File: config.mk
export PLATFORM = sky130hd
export DESIGN_NAME = vtf_filter
export DESIGN_NICKNAME = d
export VERILOG_FILES = /design/src/rtl/vtf_pkg.sv /design/src/rtl/vtf_rule_cmp.sv /design/src/rtl/vtf_filter.sv
export VERILOG_INCLUDE_DIRS = /design/src /design/src/rtl
export SDC_FILE = /design/constraint.sdc
export NUM_CORES = 1
export LEC_CHECK = 0
export ABC_AREA = 1
export BUFFER_PORTS_ARGS = -buffer_cell sky130_fd_sc_hd__buf_2
export CORE_MARGIN = 1.5
export CORE_UTILIZATION = 40
export DETAILED_ROUTE_END_ITERATION = 10
export PLACE_DENSITY = 0.67
export SETUP_SLACK_MARGIN = 0.5
export SYNTH_ARGS = -nofsm -noshare
export SYNTH_HDL_FRONTEND = slang
export SYNTH_SLANG_ARGS = --single-unit
File: constraint.sdc
create_clock -name i_sys_clk -period 4.6 [get_ports i_sys_clk]
set_input_delay 0.46 -clock i_sys_clk [delete_from_list [all_inputs] [get_ports i_sys_clk]]
set_output_delay 0.46 -clock i_sys_clk [all_outputs]
set_load 0.01 [all_outputs]
File: src/rtl/vtf_cfg.svh
// Constants of the tag frame filter: byte positions, tag layout, identifiers
`ifndef VTF_CFG_SVH
`define VTF_CFG_SVH

// ****************************************
// Tag protocol identifiers
// ****************************************
`define VTF_TPID_CTAG 16'h8100
`define VTF_TPID_STAG 16'h88a8

// ****************************************
// Byte index of the last byte of each header word, and the ceiling at which the byte counter holds
// ****************************************
`define VTF_IDX_OUTER_TPID 8'h0d
`define VTF_IDX_OUTER_TCI 8'h0f
`define VTF_IDX_INNER_TPID 8'h11
`define VTF_IDX_INNER_TCI 8'h13
`define VTF_IDX_MAX 8'hff

// ****************************************
// Tag control word layout
// ****************************************
`define VTF_PCP_MSB 15
`define VTF_PCP_LSB 13
`define VTF_DEI_BIT 12
`define VTF_VID_MSB 11
`define VTF_VID_LSB 0

// ****************************************
// Rule slots of one filter
// ****************************************
`define VTF_NRULE 5
`define VTF_R_SVID 0
`define VTF_R_SPCP 1
`define VTF_R_SDEI 2
`define VTF_R_CVID 3
`define VTF_R_CPCP 4

`endif

File: src/rtl/vtf_pkg.sv
// Types of the tag frame filter
package vtf_pkg;

  // Match mode of one field rule
  typedef enum logic [0:0] {
    VTF_IGNORE = 1'h0,
    VTF_EQUAL = 1'h1
  } vtf_mode_type;

  // Header parser states
  typedef enum logic [4:0] {
    VTF_ST_IDLE = 5'h01,
    VTF_ST_HDR = 5'h02,
    VTF_ST_STAG = 5'h04,
    VTF_ST_CTAG = 5'h08,
    VTF_ST_SKIP = 5'h10
  } vtf_state_type;

endpackage

File: src/rtl/vtf_rule_cmp.sv
// One field rule: mode, presence of the tag level and equality compare
module vtf_rule_cmp (
  // Rule setting
  input wire vtf_pkg::vtf_mode_type i_mode,
  input wire logic [11:0] i_want,
  // Frame field
  input wire logic i_present,
  input wire logic [11:0] i_field,
  // Result
  output logic o_enabled,
  output logic o_hit
);
  import vtf_pkg::*;

  wire logic equal_w;

  assign o_enabled = (i_mode == VTF_EQUAL);
  assign equal_w = (i_want == i_field);
  // Missing tag level never hits
  assign o_hit = o_enabled & i_present & equal_w;

endmodule

File: src/rtl/vtf_filter.sv
// Tag frame filter: parses received frame headers and judges them on their tags
`include "vtf_cfg.svh"

module vtf_filter (
  // Clock and reset
  input wire logic i_sys_clk,
  input wire logic i_rst,
  // Received byte stream
  input wire logic i_rx_valid,
  input wire logic [7:0] i_rx_data,
  input wire logic i_rx_sof,
  input wire logic i_rx_eof,
  // Service tag rules
  input wire vtf_pkg::vtf_mode_type i_svid_mode,
  input wire logic [9:0] i_svid_value,
  input wire vtf_pkg::vtf_mode_type i_spcp_mode,
  input wire logic [2:0] i_spcp_value,
  input wire vtf_pkg::vtf_mode_type i_sdei_mode,
  input wire logic i_sdei_value,
  // Customer tag rules
  input wire vtf_pkg::vtf_mode_type i_cvid_mode,
  input wire logic [9:0] i_cvid_value,
  input wire vtf_pkg::vtf_mode_type i_cpcp_mode,
  input wire logic [2:0] i_cpcp_value,
  // Other field rules of the same filter
  input wire logic i_ext_rule_en,
  input wire logic i_ext_rule_hit,
  // Verdict
  output logic o_verdict_valid,
  output logic o_pass,
  output logic o_block,
  output logic [1:0] o_tag_count,
  output logic [`VTF_NRULE-1:0] o_rule_en,
  output logic [`VTF_NRULE-1:0] o_rule_hit
);
  import vtf_pkg::*;

  // ****************************************
  // Decoding helpers
  // ****************************************
  function automatic logic tpid_is_ctag(input logic [15:0] word);
    tpid_is_ctag = (word == `VTF_TPID_CTAG);
  endfunction

  function automatic logic tpid_is_stag(input logic [15:0] word);
    tpid_is_stag = (word == `VTF_TPID_STAG);
  endfunction

  function automatic logic [11:0] tci_vid(input logic [15:0] tci);
    tci_vid = tci[`VTF_VID_MSB:`VTF_VID_LSB];
  endfunction

  function automatic logic [11:0] tci_pcp(input logic [15:0] tci);
    tci_pcp = {9'h000, tci[`VTF_PCP_MSB:`VTF_PCP_LSB]};
  endfunction

  function automatic logic [11:0] tci_dei(input logic [15:0] tci);
    tci_dei = {11'h000, tci[`VTF_DEI_BIT]};
  endfunction

  // ****************************************
  // Declarations
  // ****************************************
  vtf_state_type st_q, st_d;
  logic [7:0] cnt_q;
  logic [7:0] prev_q;
  logic has_s_q, has_c_q;
  logic [15:0] s_tci_q, c_tci_q;
  logic eval_q;
  logic ext_en_q, ext_hit_q;
  vtf_mode_type svid_mode_q, spcp_mode_q, sdei_mode_q, cvid_mode_q, cpcp_mode_q;
  logic [9:0] svid_val_q, cvid_val_q;
  logic [2:0] spcp_val_q, cpcp_val_q;
  logic sdei_val_q;
  logic verdict_valid_q, pass_q, block_q;
  logic [1:0] tag_count_q;
  logic [`VTF_NRULE-1:0] rule_en_q, rule_hit_q;

  wire logic take_w;
  wire logic restart_w;
  wire logic last_w;
  wire logic frame_live_w;
  wire logic [7:0] idx_w;
  wire logic [7:0] cnt_next_w;
  wire logic [15:0] word_w;
  wire logic at_outer_tpid_w;
  wire logic at_inner_tpid_w;
  wire logic [7:0] c_tci_idx_w;
  wire logic s_cap_w, c_cap_w;
  wire logic double_w, lone_w;
  wire logic s_present_w, c_present_w;
  wire logic [15:0] s_tci_w, c_tci_w;
  wire vtf_mode_type mode_a [`VTF_NRULE];
  wire logic [11:0] want_a [`VTF_NRULE];
  wire logic [11:0] field_a [`VTF_NRULE];
  wire logic present_a [`VTF_NRULE];
  wire logic [`VTF_NRULE-1:0] en_w, hit_w;
  wire logic any_en_w, all_ok_w, pass_w;

  // ****************************************
  // Byte position within the frame
  // ****************************************
  assign take_w = i_rx_valid;
  // A start always restarts parsing, so a lost end cannot wedge the parser
  assign restart_w = take_w & i_rx_sof;
  assign last_w = take_w & i_rx_eof;
  assign frame_live_w = (st_q != VTF_ST_IDLE) | i_rx_sof;
  assign idx_w = i_rx_sof ? 8'h00 : cnt_q;
  assign cnt_next_w = (idx_w == `VTF_IDX_MAX) ? idx_w : idx_w + 8'h01;
  assign word_w = {prev_q, i_rx_data};

  // ****************************************
  // Header parser
  // ****************************************
  assign at_outer_tpid_w = take_w & (idx_w == `VTF_IDX_OUTER_TPID);
  assign at_inner_tpid_w = take_w & (idx_w == `VTF_IDX_INNER_TPID);
  assign c_tci_idx_w = has_s_q ? `VTF_IDX_INNER_TCI : `VTF_IDX_OUTER_TCI;
  assign s_cap_w = take_w & (st_q == VTF_ST_STAG) & (idx_w == `VTF_IDX_OUTER_TCI);
  assign c_cap_w = take_w & (st_q == VTF_ST_CTAG) & (idx_w == c_tci_idx_w);

  always_comb begin
    st_d = st_q;
    if (last_w) begin
      st_d = VTF_ST_IDLE;
    end else if (restart_w) begin
      st_d = VTF_ST_HDR;
    end else begin
      case (st_q)
        VTF_ST_IDLE: begin
          st_d = VTF_ST_IDLE;
        end
        VTF_ST_HDR: begin
          if (at_outer_tpid_w) begin
            if (tpid_is_stag(word_w)) begin
              st_d = VTF_ST_STAG;
            end else if (tpid_is_ctag(word_w)) begin
              st_d = VTF_ST_CTAG;
            end else begin
              st_d = VTF_ST_SKIP;
            end
          end
        end
        VTF_ST_STAG: begin
          if (at_inner_tpid_w) begin
            st_d = tpid_is_ctag(word_w) ? VTF_ST_CTAG : VTF_ST_SKIP;
          end
        end
        VTF_ST_CTAG: begin
          if (c_cap_w) begin
            st_d = VTF_ST_SKIP;
          end
        end
        VTF_ST_SKIP: begin
          st_d = VTF_ST_SKIP;
        end
        default: begin
          st_d = VTF_ST_IDLE;
        end
      endcase
    end
  end

  always_ff @(posedge i_sys_clk) begin
    if (i_rst) begin
      st_q <= VTF_ST_IDLE;
      cnt_q <= 8'h00;
      prev_q <= 8'h00;
    end else begin
      st_q <= st_d;
      if (take_w) begin
        cnt_q <= cnt_next_w;
        prev_q <= i_rx_data;
      end
    end
  end

  // ****************************************
  // Tag capture
  // ****************************************
  always_ff @(posedge i_sys_clk) begin
    if (i_rst) begin
      has_s_q <= 1'h0;
      has_c_q <= 1'h0;
      s_tci_q <= 16'h0000;
      c_tci_q <= 16'h0000;
    end else if (restart_w) begin
      has_s_q <= 1'h0;
      has_c_q <= 1'h0;
    end else begin
      if (s_cap_w) begin
        has_s_q <= 1'h1;
        s_tci_q <= word_w;
      end
      if (c_cap_w) begin
        has_c_q <= 1'h1;
        c_tci_q <= word_w;
      end
    end
  end

  // ****************************************
  // Settings snapshot
  // ****************************************
  // Held for the whole frame so a setting change mid-frame cannot mix two setups
  always_ff @(posedge i_sys_clk) begin
    if (i_rst) begin
      svid_mode_q <= VTF_IGNORE;
      spcp_mode_q <= VTF_IGNORE;
      sdei_mode_q <= VTF_IGNORE;
      cvid_mode_q <= VTF_IGNORE;
      cpcp_mode_q <= VTF_IGNORE;
      svid_val_q <= 10'h000;
      cvid_val_q <= 10'h000;
      spcp_val_q <= 3'h0;
      cpcp_val_q <= 3'h0;
      sdei_val_q <= 1'h0;
    end else if (restart_w) begin
      svid_mode_q <= i_svid_mode;
      spcp_mode_q <= i_spcp_mode;
      sdei_mode_q <= i_sdei_mode;
      cvid_mode_q <= i_cvid_mode;
      cpcp_mode_q <= i_cpcp_mode;
      svid_val_q <= i_svid_value;
      cvid_val_q <= i_cvid_value;
      spcp_val_q <= i_spcp_value;
      cpcp_val_q <= i_cpcp_value;
      sdei_val_q <= i_sdei_value;
    end
  end

  // ****************************************
  // Tag level selection
  // ****************************************
  assign double_w = has_s_q & has_c_q;
  assign lone_w = has_s_q ^ has_c_q;
  // Service rules see only the outer tag of a double-tagged frame
  assign s_present_w = double_w;
  assign s_tci_w = s_tci_q;
  // A single tag of either kind is judged as the customer tag
  assign c_present_w = double_w | lone_w;
  assign c_tci_w = has_c_q ? c_tci_q : s_tci_q;

  // ****************************************
  // Rule table
  // ****************************************
  assign mode_a[`VTF_R_SVID] = svid_mode_q;
  assign want_a[`VTF_R_SVID] = {2'h0, svid_val_q};
  assign field_a[`VTF_R_SVID] = tci_vid(s_tci_w);
  assign present_a[`VTF_R_SVID] = s_present_w;

  assign mode_a[`VTF_R_SPCP] = spcp_mode_q;
  assign want_a[`VTF_R_SPCP] = {9'h000, spcp_val_q};
  assign field_a[`VTF_R_SPCP] = tci_pcp(s_tci_w);
  assign present_a[`VTF_R_SPCP] = s_present_w;

  assign mode_a[`VTF_R_SDEI] = sdei_mode_q;
  assign want_a[`VTF_R_SDEI] = {11'h000, sdei_val_q};
  assign field_a[`VTF_R_SDEI] = tci_dei(s_tci_w);
  assign present_a[`VTF_R_SDEI] = s_present_w;

  assign mode_a[`VTF_R_CVID] = cvid_mode_q;
  assign want_a[`VTF_R_CVID] = {2'h0, cvid_val_q};
  assign field_a[`VTF_R_CVID] = tci_vid(c_tci_w);
  assign present_a[`VTF_R_CVID] = c_present_w;

  assign mode_a[`VTF_R_CPCP] = cpcp_mode_q;
  assign want_a[`VTF_R_CPCP] = {9'h000, cpcp_val_q};
  assign field_a[`VTF_R_CPCP] = tci_pcp(c_tci_w);
  assign present_a[`VTF_R_CPCP] = c_present_w;

  genvar gi;
  generate
    for (gi = 0; gi < `VTF_NRULE; gi = gi + 1) begin : g_rule
      vtf_rule_cmp u_cmp (
        .i_mode(mode_a[gi]),
        .i_want(want_a[gi]),
        .i_present(present_a[gi]),
        .i_field(field_a[gi]),
        .o_enabled(en_w[gi]),
        .o_hit(hit_w[gi])
      );
    end
  endgenerate

  // ****************************************
  // Verdict
  // ****************************************
  // With every rule ignored the filter selects no frame
  assign any_en_w = (|en_w) | ext_en_q;
  assign all_ok_w = (&(hit_w | ~en_w)) & (~ext_en_q | ext_hit_q);
  assign pass_w = any_en_w & all_ok_w;

  always_ff @(posedge i_sys_clk) begin
    if (i_rst) begin
      eval_q <= 1'h0;
      ext_en_q <= 1'h0;
      ext_hit_q <= 1'h0;
    end else begin
      eval_q <= last_w & frame_live_w;
      ext_en_q <= i_ext_rule_en;
      ext_hit_q <= i_ext_rule_hit;
    end
  end

  // Verdict holds until the next frame is judged
  always_ff @(posedge i_sys_clk) begin
    if (i_rst) begin
      verdict_valid_q <= 1'h0;
      pass_q <= 1'h0;
      block_q <= 1'h0;
      tag_count_q <= 2'h0;
      rule_en_q <= '0;
      rule_hit_q <= '0;
    end else begin
      verdict_valid_q <= eval_q;
      if (eval_q) begin
        pass_q <= pass_w;
        block_q <= ~pass_w;
        tag_count_q <= {double_w, lone_w};
        rule_en_q <= en_w;
        rule_hit_q <= hit_w;
      end
    end
  end

  assign o_verdict_valid = verdict_valid_q;
  assign o_pass = pass_q;
  assign o_block = block_q;
  assign o_tag_count = tag_count_q;
  assign o_rule_en = rule_en_q;
  assign o_rule_hit = rule_hit_q;

endmodule

Word level (Yosys, flattened, before mapping)
Cells that the tools add are included.
- word-level logic and storage cells: 103
- register bits: 105
- output and inout bits: 15
- bits of input ports: 47
- bitwise logic cells: 32
- add/subtract/negate cells: 1
- mux-type cells: 11
- reductions and logical operators: 9
- equality and inequality tests: 23
- operators by type and width (cell ; count):
    $eq A16 B16 Y1 const B ; 2
    $mux W5 ; 6
    $eq A10 B12 Y1 ; 2
    $and A1 B1 Y1 ; 22
    $pmux W5 S4 ; 1
    $eq A8 B4 Y1 const B ; 2
    $mux W16 ; 1
    $mux W8 ; 2
    $ne A3 B3 Y1 const B ; 3
    $add A8 B1 Y8 const B ; 1
    $eq A8 B5 Y1 ; 1
    $eq A8 B5 Y1 const B ; 1
    $eq A8 B8 Y1 const B ; 1
    $eq A3 B3 Y1 ; 2
    $ne A2 B2 Y1 const B ; 3
    $reduce_and A3 Y1 ; 2
    $eq A5 B2 Y1 const B ; 1
    $eq A5 B3 Y1 const B ; 1
    $eq A5 B4 Y1 const B ; 1
    $eq A5 B5 Y1 const B ; 1
    $ne A5 B1 Y1 const B ; 1
    $not A5 Y5 ; 1
    $or A5 B5 Y5 ; 1
    $reduce_and A5 Y1 ; 1
    other kinds (9) ; 16

Depth between registers and ports, before layout
Gate-level depths: netlist of run 1.
- depth in word-level cells: 9
- mapped depth: 14
- depth with buffers taken out: 14

Modules after synthesis
From an unflattened synthesis of run 1, not the netlist that was laid out.
- cells, all modules: 900
- area total of the unflattened synthesis: 5700.5 um^2
- modules (own cells, without submodules) (module ; instances ; cells an instance ; area each (um^2) ; sequential area each (um^2)):
    vtf_filter ; 1 ; 620 ; 4518.1 ; 2082.0
    vtf_rule_cmp ; 5 ; 56 ; 236.5 ; 0.0

Worst setup path before layout of run 1
Ideal clock, no wire load.
- path type: input to register
- start point: in i_rx_sof
- end point: reg c_tci_q[1]
- arrival: 1.563 ns
- required time: 4.480 ns
- path buffers: 1
- setup time: 0.120 ns
- setup slack: 2.918 ns
- stages: 8
- cells stage by stage: nor2_1 > ha_1 > nand2_1 > nor3_2 > nand3_1 > buf_2 > o21ai_1 > a21oi_1
- word-level cells in the longest chain between the ends: 4
- elaborated cells on any way between the ends: 6
- those cells by class: 1 x eq/ne; 1 x mux; 3 x bitwise; 1 x reduce/logical
- ends and longest elaborated chain (element ; line ; source):
    start: declaration ; vtf_filter.sv:11 ; input wire logic i_rx_sof,
    $mux W8 ; vtf_filter.sv:108 ; assign idx_w = i_rx_sof ? 8'h00 : cnt_q;
    $eq A8 B5 Y1 ; vtf_filter.sv:119 ; assign c_cap_w = take_w & (st_q == VTF_ST_CTAG) & (idx_w == c_tci_idx_w);
    $and A1 B1 Y1 ; vtf_filter.sv:119 ;
    $reduce_and A2 Y1 (no source line) (*) ; - ;
    end signal: assignment ; vtf_filter.sv:196 ; c_tci_q <= word_w;
    end: declaration ; vtf_filter.sv:68 ; logic [15:0] s_tci_q, c_tci_q;
Mark *: on every way between the ends. The rest lies on a longest branch, timed or not.
A chain may end at the register's enable or synchronous reset.

Worst setup path in the final report of run 1
- start point: reg cnt_q[0]
- end point: reg st_q[4]
- word-level cells in the longest chain between the ends: 5
- elaborated cells on any way between the ends: 11
- those cells by class: 6 x eq/ne; 1 x mux; 3 x bitwise; 1 x reduce/logical
- ends and longest elaborated chain (element ; line ; source):
    start: declaration ; vtf_filter.sv:65 ; logic [7:0] cnt_q;
    start signal: assignment ; vtf_filter.sv:171 ; cnt_q <= cnt_next_w;
    $mux W8 (*) ; vtf_filter.sv:108 ;
    $eq A8 B5 Y1, or another cell as far along ; vtf_filter.sv:119 ;
    $and A1 B1 Y1, on equally long branches ; vtf_filter.sv:119, vtf_filter.sv:115, vtf_filter.sv:116 ;
    $ne A2 B2 Y1 (no source line) ; - ;
    $reduce_and A3 Y1 (no source line) (*) ; - ;
    end signal: assignment ; vtf_filter.sv:169 ; st_q <= st_d;
    end: declaration ; vtf_filter.sv:64 ; vtf_state_type st_q, st_d;
Marked as above.

==> flow_metrics.env, run 1 <==
export IMPL_core_area_sq_mm=0.0120
export IMPL_drv_cap=0
export IMPL_diodes=0
export IMPL_die_h_um=113
export IMPL_pre_cts_ws_ns=1.73
export IMPL_ctsHoldBuffers=0
export IMPL_relSlewSlack_pct=23.9
export IMPL_yosys_area_share_simple_pct=27.4
export IMPL_arrival_ns=2.92
export IMPL_slew_violations=0
export IMPL_drc=0
export IMPL_fin_crit_sh_pct=57.1
export IMPL_timing_hold_ws_ns=0.304
export IMPL_synth_compound_area_share_pct=17.2
export IMPL_setup_violations_final=0
export IMPL_drt_pass1_iterations=4
export IMPL_yosysSeqAreaShare_pct=42.7
export IMPL_synth_xor_area_share_pct=1.44
export IMPL_fin_tns_setup_ns=0
export IMPL_slowest_delay_ns=0.79
export IMPL_post_cts_resized=0
export IMPL_dp_hpwl_um=8170
export IMPL_htree_levels=3
export IMPL_wirelength_um=11700
export IMPL_vias=4432
export IMPL_slowest_stage="nand3_1"
export IMPL_crit_top_cell="nand2_1"
export IMPL_finClkSkew_ns=0.0116
export IMPL_gp_congestion=0.826
export IMPL_drive_gt1_share_pct=12.5
export IMPL_synth_adder_area_share_pct=1.03
export IMPL_grt_max_degree=56
export IMPL_die_area_sq_mm=0.0129
export IMPL_root_buffer="clkbuf_16"
export IMPL_antenna_found_initial=0
export IMPL_status="finished clean"
export IMPL_die_x_um=113
export IMPL_hold_violations=0
export IMPL_r2r_start="cnt_q[0]$_SDFFE_PP0P_"
export IMPL_hold_end="ext_en_q$_SDFF_PP0_"
export IMPL_tightest_slew_ns=1.14
export IMPL_grt_pass1_vias=4238
export IMPL_crit_path_end_kind="flop"
export IMPL_holdPathStages=3
export IMPL_ys_ff_latch=104
export IMPL_placed_area_sq_mm=0.00525
export IMPL_finalNetCount=806
export IMPL_path_cells="inv_1 > nor2_1 > ha_1 > nand2_1 > nor3_2 > nand3_1 > nand2_1 > nand2_1 > a21oi_1 > and2_1"
export IMPL_grt_overflow=0
export IMPL_hp_class="primary input to flop"
export IMPL_critPathKind="flop to flop"
export IMPL_crit_required_ns=4.89
export IMPL_r2r_cells=10
export IMPL_cts_tree="yes"
export IMPL_clock_latency_ns=0.35
export IMPL_p_per_area_mw_per_mm2=340
export IMPL_drt_iter0_drc=292
export IMPL_crit_fanout=32
export IMPL_cts_setup_buffers=0
export IMPL_total_power_mw=1.89
export IMPL_num_rows=40
export IMPL_ir_worst_vdd_mv=0.174
export IMPL_start_util_pct=40.7
export IMPL_startpoint="cnt_q[0]$_SDFFE_PP0P_"
export IMPL_synth_top_family_by_area="simple AND/OR/NAND/NOR gates"
export IMPL_ys_types=38
export IMPL_fin_ws_ns=1.97
export IMPL_fin_area_sq_mm=0.00555
export IMPL_io_pins=62
export IMPL_reg2reg_slack_ns=1.97
export IMPL_drtAntennaViolNets=0
export IMPL_fmax_ghz=0.380
export IMPL_synth_area_mux_share_pct=0
export IMPL_fillCellCount=1251
export IMPL_wl_per_cell_um=12.9
export IMPL_synth_area_sq_mm=0.00487
export IMPL_final_common_cell="nand2_1"
export IMPL_layout_common_cells="nand2_1, dfxtp_1, nor2_1"
export IMPL_startpoint_type="flop"
export IMPL_path_clk_slew_ns=0.07
export IMPL_syn_nets=760
export IMPL_numClockSinks=104
export IMPL_grt_pass1_wl_um=19900
export IMPL_grt_total_usage_pct=19.4
export IMPL_yosysWarnings=0
export IMPL_numCtsBuffers=9
export IMPL_cts_buffer_depth=2
export IMPL_io_buffer_count=61
export IMPL_synth_cells=709
export IMPL_avgSynthCellArea_sq_um=6.87
export IMPL_rsz0062_at_grt="false"
export IMPL_holdCritStartpoint="i_ext_rule_en"
export IMPL_vias_per_cell=4.89
export IMPL_min_period_ns=2.63
export IMPL_power_leakage_nw=2.49
export IMPL_syn_to_final_growth_pct=13.9
export IMPL_reg2reg_to="st_q[4]$_SDFFE_PP0P_"
## cells by family (layout without fill, tap and decap cells)
group | count (synthesis) | count (layout)
flip-flops | 104 | 104
buffers and inverters | 126 | 176
AO/OA/AOI/OAI | 157 | 157
XOR/XNOR | 8 | 8
AND/OR/NAND/NOR | 310 | 310
adder cells (fa/ha/maj) | 4 | 4
## through the flow
step | std cells | utilization [%]
global placement | 891 | 43.9
global route | 906 | 46.4
floorplan | 709 | -
CTS | 906 | 46.4
finish | 906 | 46.4
detailed placement | 891 | 43.9
## state kept, by name, summed over array words and instances, names as in the netlist, 2 cells and up
signal,flops
spcp_val_q,3
cnt_q,8
c_tci_q,15
cvid_val_q,10
o_tag_count,2
cpcp_val_q,3
prev_q,8
o_rule_hit,5
o_rule_en,5
st_q,5
s_tci_q,16
svid_val_q,10
## worst max-delay path by stage
stage                                         end  slack [ns]  depth (start not counted)
final                        st_q[4]$_SDFFE_PP0P_        1.97                         10
after global routing         st_q[4]$_SDFFE_PP0P_        1.64                         10
after CTS                    st_q[4]$_SDFFE_PP0P_        1.97                         10
after detailed placement     st_q[4]$_SDFFE_PP0P_        1.73                         10
after global placement       st_q[4]$_SDFFE_PP0P_        1.75                         10
after floorplan           c_tci_q[1]$_SDFFE_PP0P_        2.92                          8
## layer usage
metal / global-route usage, % / vias to the layer above / share of wire (%)
met3: 3.83 / 12 / 4.7
li1: - / 2362 / -
met1: 25.5 / 1978 / 48
met4: 5.50 / 0 / 1.2
met2: 32.6 / 80 / 46
met5: 0 / - / 0
## power breakdown
group	internal, mW	switching (mW)
Sequential	0.932	0.0231
Clock	0.436	0.340
Combinational	0.0582	0.0956
## cells in the mapped netlist, drive strengths merged
cell      n  area share [%]
nor2    104             8.3
o211ai    1            0.15
ha        4             1.0
nand4     9             1.3
inv      94             7.3
a21boi    1            0.15
a22oi     1            0.15
a211oi   14             2.3
buf      10             1.2
nor3      9             1.5
clkinv    4            0.31
a21oi    60             6.2
dfxtp   104              43
o31ai     2            0.31
nand3    25             2.8
xnor2     5            0.90
nand2   153              12
nor3b     1            0.15
and2      1            0.13
nand3b    6            0.92
o21ai    78             8.0
nor2b     1            0.13
clkbuf   18             1.4
xor2      3            0.54
nor4      1            0.13
## worst max-delay path: cells and delay by family (launching register included)
| family | cells | cell delay [ns] |
|---|---|---|
| simple gates | 7 | 1.89 |
| flops | 1 | 0.31 |
| fa+ha+maj | 1 | 0.20 |
| compound gates | 1 | 0.11 |
| buf+inv | 1 | 0.06 |
## final cells by class
cell class / instances / area [sq um] / area share (%)
flip-flops and latches: 104 / 2080 / 37.5
well taps: 147 / 184 / 3.31
repair buffers: 63 / 320 / 5.77
clock buffers: 11 / 243 / 4.37
multi-input cells: 479 / 2290 / 41.4
clock inverters: 4 / 55.1 / 0.992
inverters: 98 / 370 / 6.67
(Power assumes the default switching activity.)
==> run 2, diff against run 1 <==
clock period = 2.5 ns   (was 4.6 ns; I/O delays follow)
==> flow_metrics.env, run 2 (synthesis results as in run 1) <==
export IMPL_slowest_stage="dfxtp_1"
export IMPL_tightest_slew_ns=0.629
export IMPL_fin_tns_setup_ns=0
export IMPL_cp_num_cells=11
export IMPL_rsz0062_at_grt="false"
export IMPL_cp_num_buf_inv=2
export IMPL_ir_worst_vdd_mv=0.350
export IMPL_dp_hpwl_um=8350
export IMPL_path_cells="inv_1 > nor2_1 > ha_1 > nand2_2 > nor3_2 > nand3_1 > buf_6 > nand2_1 > nand2_1 > a21oi_1 > and2_1"
export IMPL_cp_top_family="simple AND/OR/NAND/NOR gates"
export IMPL_vias=4414
export IMPL_status="finished clean"
export IMPL_reg_largest_list="s_tci_q (16), c_tci_q (15)"
export IMPL_crit_required_ns=2.79
export IMPL_path_clk_slew_ns=0.07
export IMPL_largest_register="s_tci_q"
export IMPL_slew_violations=0
export IMPL_diodes=0
export IMPL_largest_reg_flops=16
export IMPL_numClockSinks=104
export IMPL_crit_fanout=32
export IMPL_core_area_sq_mm=0.0120
export IMPL_wl_per_cell_um=12.6
export IMPL_htree_levels=3
export IMPL_power_leakage_nw=2.53
export IMPL_io_buffer_count=61
export IMPL_drtAntennaViolNets=0
export IMPL_drc=0
export IMPL_min_period_ns=1.80
export IMPL_finalNetCount=811
export IMPL_startpoint_type="flop"
export IMPL_fin_crit_sh_pct=71.9
export IMPL_clock_latency_ns=0.35
export IMPL_drive_gt1_share_pct=13.5
export IMPL_gp_congestion=0.848
export IMPL_start_util_pct=40.7
export IMPL_hold_violations=0
export IMPL_io_pins=62
export IMPL_grt_pass1_wl_um=19800
export IMPL_numCtsBuffers=9
export IMPL_cts_tree="yes"
export IMPL_drt_iter0_drc=233
export IMPL_final_common_cell="nand2_1"
export IMPL_dpl_cell_count=896
export IMPL_die_h_um=113
export IMPL_die_x_um=113
export IMPL_grt_overflow=0
export IMPL_layout_common_cells="nand2_1, dfxtp_1, nor2_1"
export IMPL_vias_per_cell=4.84
export IMPL_holdPathStages=3
export IMPL_root_buffer="clkbuf_16"
export IMPL_syn_to_final_growth_pct=15.1
export IMPL_antenna_found_initial=0
export IMPL_cts_setup_buffers=0
export IMPL_p_per_area_mw_per_mm2=623
export IMPL_arrival_ns=2.09
export IMPL_fmax_ghz=0.557
export IMPL_relSlewSlack_pct=57.8
export IMPL_hp_class="primary input to flop"
export IMPL_cts_buffer_depth=2
export IMPL_die_area_sq_mm=0.0129
export IMPL_grt_max_degree=40
export IMPL_r2r_cells=11
export IMPL_drv_cap=0
export IMPL_slowest_delay_ns=0.31
export IMPL_num_rows=40
export IMPL_crit_path_end_kind="flop"
export IMPL_grt_pass1_vias=4208
export IMPL_wirelength_um=11500
export IMPL_finClkSkew_ns=0.00773
export IMPL_grt_total_usage_pct=19.3
export IMPL_finalNonFillerCells=912
export IMPL_setup_violations_final=0
export IMPL_crit_top_cell="nand2_1"
export IMPL_critPathKind="flop to flop"
export IMPL_drt_pass1_iterations=4
[run 2: per-stage QoR]
| stage | total power [mW] | util, % | setup WS (ns) | hold slack [ns] | instance area [sq um] |
|---|---|---|---|---|---|
| finish | 3.50 | 46.9 | 0.704 | 0.0905 | 5610 |
| global placement | 2.08 | 44.2 | 0.580 | 0.436 | 5290 |
| CTS | 3.53 | 46.8 | 0.586 | 0.0825 | 5590 |
| floorplan | 1.97 | - | 0.920 | 0.357 | 4870 |
| detailed placement | 2.08 | 44.2 | 0.526 | 0.439 | 5290 |
| global route | 3.64 | 46.9 | 0.512 | 0.0972 | 5610 |
[run 2: path summary, 6_finish.rpt]
check                          startpoint                 endpoint  slack [ns]
hold reg to reg   c_tci_q[3]$_SDFFE_PP0P_  c_tci_q[3]$_SDFFE_PP0P_        0.45
setup reg to reg    cnt_q[0]$_SDFFE_PP0P_     st_q[4]$_SDFFE_PP0P_        0.70
hold / removal             i_ext_rule_hit     ext_hit_q$_SDFF_PP0_        0.09
setup / recovery    cnt_q[0]$_SDFFE_PP0P_     st_q[4]$_SDFFE_PP0P_        0.70
[run 2: layout make-up]
cell class / instances / area (sq um)
Clock inverter: 6 / 66.3
Inverter: 98 / 370
Clock buffer: 10 / 239
Fill cell: 1230 / 6350
Tap cell: 147 / 184
Multi-Input combinational cell: 479 / 2300
Sequential cell: 104 / 2080
Timing Repair Buffer: 68 / 362
[run 2: power by group]
group | internal (mW) | switching, mW | leakage [nW] | total, mW
Combinational | 0.110 | 0.174 | 1.52 | 0.284
Clock | 0.810 | 0.646 | 0.153 | 1.46
Sequential | 1.71 | 0.0414 | 0.849 | 1.76
[run 2: layer usage]
layer | up-vias | wire [um] | global-route usage (%)
met5 | - | 0 | 0
met4 | 0 | 134 | 5.67
met3 | 13 | 682 | 3.72
met2 | 84 | 5350 | 32.2
met1 | 1940 | 5340 | 25.6
li1 | 2377 | - | -
[run 2: tightest hold or removal path: cells and delay by family]
kind | cells | cell delay (ns)
and+or+nand+nor | 1 | 0.06
buffers and inverters | 2 | 0.10
[run 2: timing repair]
item,4_1_cts,5_1_grt
gates resized for setup,0,3
endpoints found under the setup margin,0,17
hold buffers,0,0
endpoints found under the hold margin,0,0
